--- src/acmp_pkg.sv ---
// Purpose: shared constants for the analog comparator control block
// Assumes: 8-bit register port, one system clock
// Notes: offsets are register addresses on the plain port
package acmp_pkg;
    localparam int ADDR_W = 8;
    localparam int DATA_W = 8;
    // register offsets
    localparam logic [7:0] OFF_CONV_CTRL_B = 8'h7B;
    localparam logic [7:0] OFF_CMP_CTRL = 8'h50;
    localparam logic [7:0] OFF_DIG_DIS = 8'h7F;
    localparam logic [7:0] OFF_IRQ_MASK = 8'h51;
    localparam logic [7:0] OFF_CONV_CTRL_A = 8'h7A;
    localparam logic [7:0] OFF_CONV_MUX = 8'h7C;
    // converter_control_b fields
    localparam int MSE_BIT = 6;
    // comparator_control_status fields
    localparam int PWR_OFF_BIT = 7;
    localparam int BG_SEL_BIT = 6;
    localparam int RESULT_BIT = 5;
    localparam int FLAG_BIT = 4;
    localparam int IRQ_EN_BIT = 3;
    localparam int CAP_EN_BIT = 2;
    localparam int EDGE_HI = 1;
    localparam int EDGE_LO = 0;
    // converter control a: enable bit
    localparam int CONV_EN_BIT = 7;
    // reset values
    localparam logic [7:0] RST_CONV_CTRL_B = 8'h00;
    localparam logic [7:0] RST_CMP_CTRL = 8'h00;
    localparam logic [7:0] RST_DIG_DIS = 8'h00;
    localparam logic [7:0] RST_MUX = 8'h00;
    // write masks
    localparam logic [7:0] MASK_CONV_CTRL_B = 8'h4F;
    localparam logic [7:0] MASK_DIG_DIS = 8'h03;
    // synchroniser depth in cycles
    localparam int SYNC_STAGES = 2;
    typedef enum logic [1:0]
    {
        EDGE_TOGGLE = 2'b00,
        EDGE_RSVD = 2'b01,
        EDGE_FALL = 2'b10,
        EDGE_RISE = 2'b11
    } edge_mode_t;
endpackage : acmp_pkg

--- src/acmp_ctrl.sv ---
// Purpose: control and status logic around an analog comparator
// Assumes: comparator core gives a raw async output; 10 MHz clk_i
// Notes: analog selects leave as registered control outputs
// Operation
// - compare_result is one when the positive input is above the negative.
// - with mux enable set and converter off, channel_select picks 0..7.
// - the raw output is synchronised, one to two cycles of latency.
// - the event flag sets on the event kind chosen by irq_edge_select.
// - edge select 00 toggle, 01 reserved, 10 falling, 11 rising.
// - the event flag clears when its interrupt vector is taken.
// - writing one to the event flag clears it, zero leaves it.
// - compare_irq_o is requested only with irq enable and global enable; irq_o needs only the mask bit.
// - capture routing connects the result to the timer capture input.
// - bandgap select swaps the positive input for the reference.
// - power off removes comparator power and may change at any time.
// - a pin input disable bit turns off its buffer and reads port zero.
// - the converter mux serves the comparator only with power reduce off.
`timescale 1ns/1ps
module acmp_ctrl
    import acmp_pkg::*;
(
    input wire logic clk_i,
    input wire logic arst_n_i,
    input wire logic ce_i,
    // register port
    input wire logic [acmp_pkg::ADDR_W-1:0] addr_i,
    input wire logic [acmp_pkg::DATA_W-1:0] wdata_i,
    input wire logic wr_i,
    input wire logic rd_i,
    output logic [acmp_pkg::DATA_W-1:0] rdata_o,
    // system context
    input wire logic global_irq_en_i,
    input wire logic vector_taken_i,
    input wire logic converter_power_reduce_i,
    // comparator core
    input wire logic cmp_raw_i,
    input wire logic [1:0] pin_level_i,
    // analog controls
    output logic comparator_power_off_o,
    output logic bandgap_select_o,
    output logic use_channel_o,
    output logic [2:0] channel_select_o,
    output logic [1:0] pin_input_disable_o,
    output logic [1:0] port_pin_o,
    // timer and interrupts
    output logic capture_input_o,
    output logic compare_irq_o,
    output logic irq_o
);
    import acmp_pkg::*;

    logic [7:0] conv_ctrl_b;
    logic [7:0] cmp_ctrl;
    logic [7:0] dig_dis;
    logic [7:0] irq_mask;
    logic converter_enable;
    logic [2:0] channel_select;
    logic cmp_sync;
    logic cmp_prev;
    logic compare_event_flag;
    logic event_hit;
    logic wr_cmp;
    logic [7:0] next_rdata;
    logic [7:0] status_view;

    // address match helper used by every write decode
    function automatic logic hit(input logic [7:0] a, input logic [7:0] off);
        hit = (a == off);
    endfunction : hit

    assign wr_cmp = wr_i && hit(addr_i, OFF_CMP_CTRL);

    // raw comparator output crosses into clk_i
    acmp_sync u_sync
    (
        .clk_i(clk_i),
        .arst_n_i(arst_n_i),
        .ce_i(ce_i),
        .async_i(cmp_raw_i),
        .sync_o(cmp_sync)
    );

    // previous sample for edge detection
    always_ff @(posedge clk_i or negedge arst_n_i)
    begin
        if (!arst_n_i)
            cmp_prev <= 1'b0;
        else if (ce_i)
            cmp_prev <= cmp_sync;
    end

    // event decode; reserved code never fires
    always_comb
    begin
        case (edge_mode_t'(cmp_ctrl[EDGE_HI:EDGE_LO]))
            EDGE_TOGGLE: event_hit = cmp_sync ^ cmp_prev;
            EDGE_FALL: event_hit = cmp_prev & ~cmp_sync;
            EDGE_RISE: event_hit = ~cmp_prev & cmp_sync;
            default: event_hit = 1'b0;
        endcase
    end

    // event flag: a fresh event wins over any clear in the same cycle
    always_ff @(posedge clk_i or negedge arst_n_i)
    begin
        if (!arst_n_i)
            compare_event_flag <= 1'b0;
        else if (ce_i)
        begin
            if (event_hit)
                compare_event_flag <= 1'b1;
            else if (vector_taken_i && compare_irq_o)
                compare_event_flag <= 1'b0;
            else if (wr_cmp && wdata_i[FLAG_BIT])
                compare_event_flag <= 1'b0;
        end
    end

    // comparator control register; writes need no sequencing in hardware
    always_ff @(posedge clk_i or negedge arst_n_i)
    begin
        if (!arst_n_i)
            cmp_ctrl <= RST_CMP_CTRL;
        else if (ce_i && wr_cmp)
            cmp_ctrl <= wdata_i;
    end

    // converter control b; bits 7, 5 and 4 stay zero
    // so software reads back only what the hardware keeps
    always_ff @(posedge clk_i or negedge arst_n_i)
    begin
        if (!arst_n_i)
            conv_ctrl_b <= RST_CONV_CTRL_B;
        else if (ce_i && wr_i && hit(addr_i, OFF_CONV_CTRL_B))
            conv_ctrl_b <= wdata_i & MASK_CONV_CTRL_B;
    end

    // digital input disables, two pins only
    // the analog pins save buffer power while these are set
    always_ff @(posedge clk_i or negedge arst_n_i)
    begin
        if (!arst_n_i)
            dig_dis <= RST_DIG_DIS;
        else if (ce_i && wr_i && hit(addr_i, OFF_DIG_DIS))
            dig_dis <= wdata_i & MASK_DIG_DIS;
    end

    // converter enable; a running converter owns the mux
    // so the comparator falls back to the negative pin
    always_ff @(posedge clk_i or negedge arst_n_i)
    begin
        if (!arst_n_i)
            converter_enable <= 1'b0;
        else if (ce_i && wr_i && hit(addr_i, OFF_CONV_CTRL_A))
            converter_enable <= wdata_i[CONV_EN_BIT];
    end

    // channel select, shared with the converter mux
    // only the three low bits matter to the comparator
    always_ff @(posedge clk_i or negedge arst_n_i)
    begin
        if (!arst_n_i)
            channel_select <= RST_MUX[2:0];
        else if (ce_i && wr_i && hit(addr_i, OFF_CONV_MUX))
            channel_select <= wdata_i[2:0];
    end

    // interrupt mask for the level output, bit 0 only
    // mask reset matches the other control words: all clear
    always_ff @(posedge clk_i or negedge arst_n_i)
    begin
        if (!arst_n_i)
            irq_mask <= RST_DIG_DIS;
        else if (ce_i && wr_i && hit(addr_i, OFF_IRQ_MASK))
            irq_mask <= {7'h00, wdata_i[0]};
    end

    // status view: live result, sticky flag, the rest as written
    always_comb
    begin
        status_view = cmp_ctrl;
        status_view[RESULT_BIT] = cmp_sync;
        status_view[FLAG_BIT] = compare_event_flag;
    end

    // read mux, data valid the cycle after the strobe
    always_comb
    begin
        next_rdata = 8'h00;
        if (hit(addr_i, OFF_CMP_CTRL))
            next_rdata = status_view;
        else if (hit(addr_i, OFF_CONV_CTRL_B))
            next_rdata = conv_ctrl_b;
        else if (hit(addr_i, OFF_DIG_DIS))
            next_rdata = dig_dis;
        else if (hit(addr_i, OFF_CONV_CTRL_A))
            next_rdata = {converter_enable, 7'h00};
        else if (hit(addr_i, OFF_CONV_MUX))
            next_rdata = {5'h00, channel_select};
        else if (hit(addr_i, OFF_IRQ_MASK))
            next_rdata = irq_mask;
    end

    always_ff @(posedge clk_i or negedge arst_n_i)
    begin
        if (!arst_n_i)
            rdata_o <= 8'h00;
        else if (ce_i)
            rdata_o <= rd_i ? next_rdata : 8'h00;
    end

    // power off follows its bit one cycle after the write
    // no interlock: software masks the interrupt first
    always_ff @(posedge clk_i or negedge arst_n_i)
    begin
        if (!arst_n_i)
            comparator_power_off_o <= 1'b0;
        else if (ce_i)
            comparator_power_off_o <= cmp_ctrl[PWR_OFF_BIT];
    end

    // bandgap swap for the positive input
    // the reference needs settling time before results are trusted
    always_ff @(posedge clk_i or negedge arst_n_i)
    begin
        if (!arst_n_i)
            bandgap_select_o <= 1'b0;
        else if (ce_i)
            bandgap_select_o <= cmp_ctrl[BG_SEL_BIT];
    end

    // mux use needs enable, converter off and power reduce clear
    always_ff @(posedge clk_i or negedge arst_n_i)
    begin
        if (!arst_n_i)
            use_channel_o <= 1'b0;
        else if (ce_i)
            use_channel_o <= conv_ctrl_b[MSE_BIT] && !converter_enable
                && !converter_power_reduce_i;
    end

    // channel index to the analog mux
    always_ff @(posedge clk_i or negedge arst_n_i)
    begin
        if (!arst_n_i)
            channel_select_o <= 3'h0;
        else if (ce_i)
            channel_select_o <= channel_select;
    end

    // buffer disables to the pad cells
    always_ff @(posedge clk_i or negedge arst_n_i)
    begin
        if (!arst_n_i)
            pin_input_disable_o <= 2'h0;
        else if (ce_i)
            pin_input_disable_o <= dig_dis[1:0];
    end

    // pin levels are asynchronous: two flops before any use
    logic [1:0] pin_s1;
    logic [1:0] pin_s2;
    always_ff @(posedge clk_i or negedge arst_n_i)
    begin
        if (!arst_n_i)
        begin
            pin_s1 <= 2'h0;
            pin_s2 <= 2'h0;
        end
        else if (ce_i)
        begin
            pin_s1 <= pin_level_i;
            pin_s2 <= pin_s1;
        end
    end

    // port readback; disabled pins read zero
    // masking after the sync keeps a floating pad from leaking
    always_ff @(posedge clk_i or negedge arst_n_i)
    begin
        if (!arst_n_i)
            port_pin_o <= 2'h0;
        else if (ce_i)
            port_pin_o <= pin_s2 & ~dig_dis[1:0];
    end

    // capture routing: no connection at all while routing is off
    // the timer's own filter handles noise on this path
    always_ff @(posedge clk_i or negedge arst_n_i)
    begin
        if (!arst_n_i)
            capture_input_o <= 1'b0;
        else if (ce_i)
            capture_input_o <= cmp_ctrl[CAP_EN_BIT] & cmp_sync;
    end

    // comparator request needs local and global enable
    always_ff @(posedge clk_i or negedge arst_n_i)
    begin
        if (!arst_n_i)
            compare_irq_o <= 1'b0;
        else if (ce_i)
            compare_irq_o <= compare_event_flag && cmp_ctrl[IRQ_EN_BIT]
                && global_irq_en_i;
    end

    // level interrupt: flag gated by the mask register
    always_ff @(posedge clk_i or negedge arst_n_i)
    begin
        if (!arst_n_i)
            irq_o <= 1'b0;
        else if (ce_i)
            irq_o <= compare_event_flag && irq_mask[0];
    end
endmodule : acmp_ctrl

--- src/acmp_sync.sv ---
// Purpose: two-stage synchroniser for one asynchronous level
// Assumes: clk_i domain, input from outside the domain
// Notes: first stage is read only by the second stage
`timescale 1ns/1ps
module acmp_sync
(
    input wire logic clk_i,
    input wire logic arst_n_i,
    input wire logic ce_i,
    input wire logic async_i,
    output logic sync_o
);
    logic meta;

    // two flops, nothing taps the first
    always_ff @(posedge clk_i or negedge arst_n_i)
    begin
        if (!arst_n_i)
        begin
            meta <= 1'b0;
            sync_o <= 1'b0;
        end
        else if (ce_i)
        begin
            meta <= async_i;
            sync_o <= meta;
        end
    end
endmodule : acmp_sync

--- config.mk ---
export PLATFORM = sky130hd
export DESIGN_NAME = acmp_ctrl
export DESIGN_NICKNAME = d
export VERILOG_FILES = /design/src/acmp_pkg.sv /design/src/acmp_ctrl.sv /design/src/acmp_sync.sv
export SDC_FILE = /design/constraint.sdc
export NUM_CORES = 1
export LEC_CHECK = 0
export ABC_AREA = 0
export BUFFER_PORTS_ARGS = -buffer_cell sky130_fd_sc_hd__buf_2
export CORE_ASPECT_RATIO = 2
export CORE_MARGIN = 2
export CORE_UTILIZATION = 57
export DETAILED_ROUTE_END_ITERATION = 8
export GPL_TIMING_DRIVEN = 1
export PLACE_DENSITY = 0.89
export SLEW_MARGIN = 30
export SYNTH_ARGS = -nofsm -noshare
export SYNTH_HDL_FRONTEND = slang
export SYNTH_SLANG_ARGS = --single-unit
--- constraint.sdc ---
create_clock -name clk_i -period 2.34 [get_ports clk_i]
set_input_delay 0.117 -clock clk_i [delete_from_list [all_inputs] [get_ports clk_i]]
set_output_delay 0.117 -clock clk_i [all_outputs]
set_load 0.03 [all_outputs]
### Word-level counts from Yosys, hierarchy flattened

Cells that the tools add are included.

| storage, ports and cells | value |
|---|---|
| register bits | 49 |
| input bits | 27 |
| output and inout port bits | 21 |
| logic and storage cells | 69 |

| operators by class | value |
|---|---|
| equality and inequality tests | 8 |
| multiplexer cells | 11 |
| bitwise gates (word level) | 8 |
| reductions and logical operators | 20 |

Operator list:

| cell | count |
|---|---|
| $eq 8x7->1 const B | 6 |
| $mux 8 | 5 |
| $logic_and 1x1->1 | 15 |
| $eq 2x2->1 const B | 2 |
| $mux 1 | 4 |
| $and 1x1->1 | 3 |
| $mux 3 | 1 |
| $pmux 1 s3 | 1 |
| $reduce_bool 3->1 | 1 |
| $and 2x2->2 | 1 |
| $logic_not 1->1 | 2 |
| $logic_not 2->1 | 1 |
| $not 1->1 | 2 |
| $not 2->2 | 1 |
| $reduce_and 2->1 | 1 |
| $xor 1x1->1 | 1 |

### Logic depth before layout (Yosys ltp)

| depth | value |
|---|---|
| word-level depth | 8 |
| depth in mapped cells | 6 |
| depth with buffers taken out | 6 |

### By module

Synthesis repeated with hierarchy kept, for this count alone.

| unflattened totals | value |
|---|---|
| cells, all modules | 174 |
| area total of the unflattened synthesis | 2114.5 um^2 |

Modules (own cells, without submodules):

| module | instances | cells an instance | area each (um^2) | seq. area each (um^2) |
|---|---|---|---|---|
| acmp_ctrl | 1 | 170 | 2042.0 | 1126.1 |
| acmp_sync | 1 | 4 | 72.6 | 50.0 |

### Worst setup path after synthesis

No wires, ideal clock.

| timing | value |
|---|---|
| kind | input port to flip-flop |
| start point | input ce_i |
| end point | register dig_dis[0] |
| library setup time | 125 ps |
| arrival time | 1166 ps |
| required time | 2215 ps |
| path slack | 1049 ps |
| cell stages on the path | 4 |
| buffers on the path | 1 |
| cell sequence | buf_2 -> nand2_1 -> nor4_1 -> mux2_2 |

| on the way | value |
|---|---|
| word-level cells in the longest chain between the ends | 2 |

RTL lines:

| element | line | text |
|---|---|---|
| start: declaration | acmp_ctrl.sv:24 | `input wire logic ce_i,` |
| $logic_and 1x1->1 (2 in a row) | acmp_ctrl.sv:144 | `else if (ce_i && wr_i && hit(addr_i, OFF_DIG_DIS))` |
| end signal: assignment | acmp_ctrl.sv:145 | `dig_dis <= wdata_i & MASK_DIG_DIS;` |
| end: declaration | acmp_ctrl.sv:54 | `logic [7:0] dig_dis;` |

Every way passes these cells.
A chain may end at the register's enable or synchronous reset.

### Final worst setup path

| timing | value |
|---|---|
| start point | register u_sync.sync_o |
| end point | register compare_event_flag |

| on the way | value |
|---|---|
| word-level cells in the longest chain between the ends | 5 |
| elaborated cells on any way between the ends | 8 |
| those cells by class | mux (2); bitwise (4); reduce/logical (2) |

RTL lines:

| element | line | text |
|---|---|---|
| start: declaration | acmp_sync.sv:11 | `output logic sync_o` |
| start signal: assignment | acmp_sync.sv:26 | `sync_o <= meta;` |
| $not 1->1 | acmp_ctrl.sv:97 | `EDGE_FALL: event_hit = cmp_prev & ~cmp_sync;` |
| $and 1x1->1 | acmp_ctrl.sv:97 |  |
| $pmux 1 s3 * | acmp_ctrl.sv:95 | `case (edge_mode_t'(cmp_ctrl[EDGE_HI:EDGE_LO]))` |
| $reduce_bool 3->1 (no source line) | n/a |  |
| $reduce_and 2->1 (no source line) | n/a |  |
| end signal: assignment | acmp_ctrl.sv:107 | `compare_event_flag <= 1'b0;` |
| end signal: assignment | acmp_ctrl.sv:111 | `compare_event_flag <= 1'b1;` |
| end signal: assignment | acmp_ctrl.sv:113 | `compare_event_flag <= 1'b0;` |
| end: declaration | acmp_ctrl.sv:60 | `logic compare_event_flag;` |

Mark *: on every way between the ends. The rest lies on a longest branch, timed or not.

==> key figures <==
Routing
  • DRC viols: 0
  • Routed wire length: around 4500 microns
  • Wire per inst: approximately 16 microns
  • Antenna viol nets, final: 0
  • Initial DRC count: around 50
  • Via Count: roughly 1600
  • DRT Pass-1 Iters: 4
  • Vias/cell: ~5.8

Clock tree
  • Post-CTS Setup Inserts: 0
  • Clock Path Buffers: 2
  • Max H-tree Level: 2
  • Sink Count: 47
  • Clock root cell: clkbuf_8
  • CTS tree: built
  • Clock slew at reported path FFs: around 0.08 ns
  • TritonCTS Buffers: 5
  • Worst-Skew Late Latency: around 0.30 ns

Placement
  • DPL Wire Length: 3370 microns
  • Placed cell areas: 0.00242 sq mm
  • Port bufs: 46
  • GPL Wtd Cong: between 0.8 and 0.9

Setup path
  • Critical path class: flip-flop to flip-flop
  • WP data arrival: 1.59 ns
  • Critical Path Source Type: flip-flop
  • Req. time, crit path: between 2 and 3 ns
  • Crit path max fanout: 5
  • Critical Path Sink Type: flip-flop

Timing
  • RSZ-0062 raised after global routing: no
  • Max Freq: 713 MHz
  • Min Tclk post-route: between 1 and 1.5 ns
  • Worst-margin pin slew: 0.606 ns
  • Final hold vios: 0
  • Fin. max-slew vios: 0
  • Final period utilization: between 50% and 60%
  • Slew Limit Headroom: between 50% and 60%
  • Final setup fails: 0
  • Setup TNS: 0 ns
  • Worst clock skew: 0.00470 ns

Floorplan
  • Die X-Extent: 47.3 microns
  • # rows: 31
  • Top-level I/O count: between 40 and 50
  • Chip Height: around 91 microns
  • Core box area: 0.00361 sq mm
  • Die area: approximately 0.0043 sq mm
  • Initial Util: 59.2%

Logic synthesis
  • Sequential area share after synthesis: 55.1%
  • Netlist Area Pre-Place: approximately 0.0021 sq mm
  • Simple-gate share of the synthesized area: a little over an eighth
  • Syn_area_per_cell: ~12 sq um
  • Synth Area in XOR/XNOR: 0%
  • EDFF count, synth: 0
  • Syn. warnings: 0
  • Complex-gate fraction of the synthesized area: between 10% and 20%
  • Synth Flop Type: dfrtp_1
  • Syn_nets: 200
  • FF+latch count, synth: 47
  • Main combinational cell family by area after synthesis: multiplexers
  • Post-synthesis mux area share: 16.4%
  • Synth Instances: 171
  • Library cells used by synthesis: 38
  • Post-Synth Adder-Cell Area: between 1 and 1.5%
  • Async set or reset register ratio after synthesis: between 90% and 100%

Layout
  • Synth-to-layout area growth: 17.8%
  • Commonest non-fill, non-tap cells in the layout: dfrtp_1, buf_2, mux2_2, nand2_1
  • Fraction of layout instances using a drive strength above 1: approximately two fifths
  • # diodes: 0
  • Commonest non-fill, non-tap cell in the layout: dfrtp_1
  • Final Net Count: approximately 250
  • Fill cells: 279
  • Post-route cell area: approximately 0.0025 sq mm

GRT
  • GR Overflow Total: 0
  • GRT Util Overall: between 20% and 30%
  • Vias in the first global route: about 1600
  • First-pass GRT wire length: about 7500 microns
  • Initial antenna violation count: 0
  • Pin count of the biggest net entering global routing: 37

Flow run
  • Max cap viols: 0

Outcome
  • Outcome: complete, no violations

Power
  • Total Power: around 1.5 mW
  • Peak VDD IR: between 0.5 and 0.6 mV
  • P_leak: 1.25 nW
  • Pwr Density: 601 mW/mm^2

Min path
  • Worst hold-check path type: primary input to flip-flop
==> through the flow <==
| stage | instances | hold slack (ns) | util (%) | setup WS, ns |
|---|---|---|---|---|
| detailed placement | 263 | 0.156 | 67.0 | 0.638 |
| global placement | 263 | 0.156 | 67.0 | 0.659 |
| global route | 272 | 0.0468 | 69.7 | 0.852 |
| CTS | 272 | 0.0320 | 69.7 | 0.930 |
| finish | 272 | 0.0447 | 69.7 | 0.937 |
| floorplan | 171 | -0.179 | - | 1.05 |
==> synth_stat cells (2+ instances only) <==
cell type  number  share of area (%)
o2bb2ai_1       6                2.5
nand3b_1        2               0.70
nand2_1        11                1.9
a22oi_1         3                1.1
nand4_1         2               0.59
nor4_1          2               0.59
nor4_4          2                2.0
buf_2           3               0.70
inv_1           9                1.6
a32oi_1         2               0.82
buf_1           2               0.35
nor2_1          7                1.2
nand3_1         8                1.9
ha_1            2                1.2
dfrtp_1        47                 55
mux2_2         31                 16
and3b_1         2               0.82
o21ai_0         9                2.1
a22o_1          2               0.82
==> where the power goes <==
part           leakage [nW]  internal (mW)  switching [mW]  total (mW)
combinational         0.575         0.0686           0.105       0.173
sequential            0.631          0.845          0.0220       0.867
clock                0.0412          0.209           0.261       0.469
==> path summary, 6_finish.rpt <==
kind | to | slack [ns] | cells past startpoint | start
worst max register to register | compare_event_flag | 0.94 | 6 | u_sync.sync_o
worst min register to register | rdata_o[3] | 0.49 | 1 | rdata_o[3]
worst min-delay path | pin_s1[1] | 0.04 | 2 | pin_level_i[1]
min in group asynchronous | conv_ctrl_b[0] | 0.36 | 2 | arst_n_i
max in group asynchronous | pin_s1[1] | 1.40 | 3 | arst_n_i
worst max-delay path | compare_event_flag | 0.94 | 6 | u_sync.sync_o
==> critical path, stage by stage, from the launching register on <==
cell and delay [ns]:
dfrtp_1 0.42, inv_1 0.09, ha_1 0.20, mux2_2 0.26, nand2_1 0.06, o31ai_1 0.06, a32o_1 0.20
==> state kept, by name, summed over array words and instances, names as in the netlist, 2 cells and up <==
register and count:
pin_input_disable_o 2, pin_s1 2, cmp_ctrl 6, conv_ctrl_b 5, rdata_o 8, dig_dis 2
port_pin_o 2, channel_select_o 3, channel_select 3, pin_s2 2
==> cell type report <==
class / count / area, sq um / area share (%)
clock inverters: 2 / 12.5 / 0.498
multi-input cells: 108 / 887 / 35.3
repair buffers: 51 / 270 / 10.8
well taps: 49 / 61.3 / 2.44
inverters: 9 / 33.8 / 1.34
flip-flops and latches: 47 / 1180 / 46.8
clock buffers: 6 / 72.6 / 2.89
==> per-layer routing <==
metal / GRT usage [%] / wire length (microns) / up-vias
met5: 0 / 0 / -
met4: 13.0 / 139 / 0
met3: 5.20 / 232 / 13
met2: 38.4 / 2420 / 53
met1: 29.1 / 1660 / 767
li1: - / - / 732
==> cell families after synthesis <==
group / count (synthesis)
fa+ha+maj: 2
mux: 31
buf+inv: 16
flops: 47
simple gates: 44
compound gates: 31
==> timing repair <==
item | 4_1_cts | 5_1_grt
hold buffers | 1 | 0
gates resized for setup | 0 | 0
hold endpoints to repair | 26 | 0
Note: power is estimated with default switching activity, not from simulation.
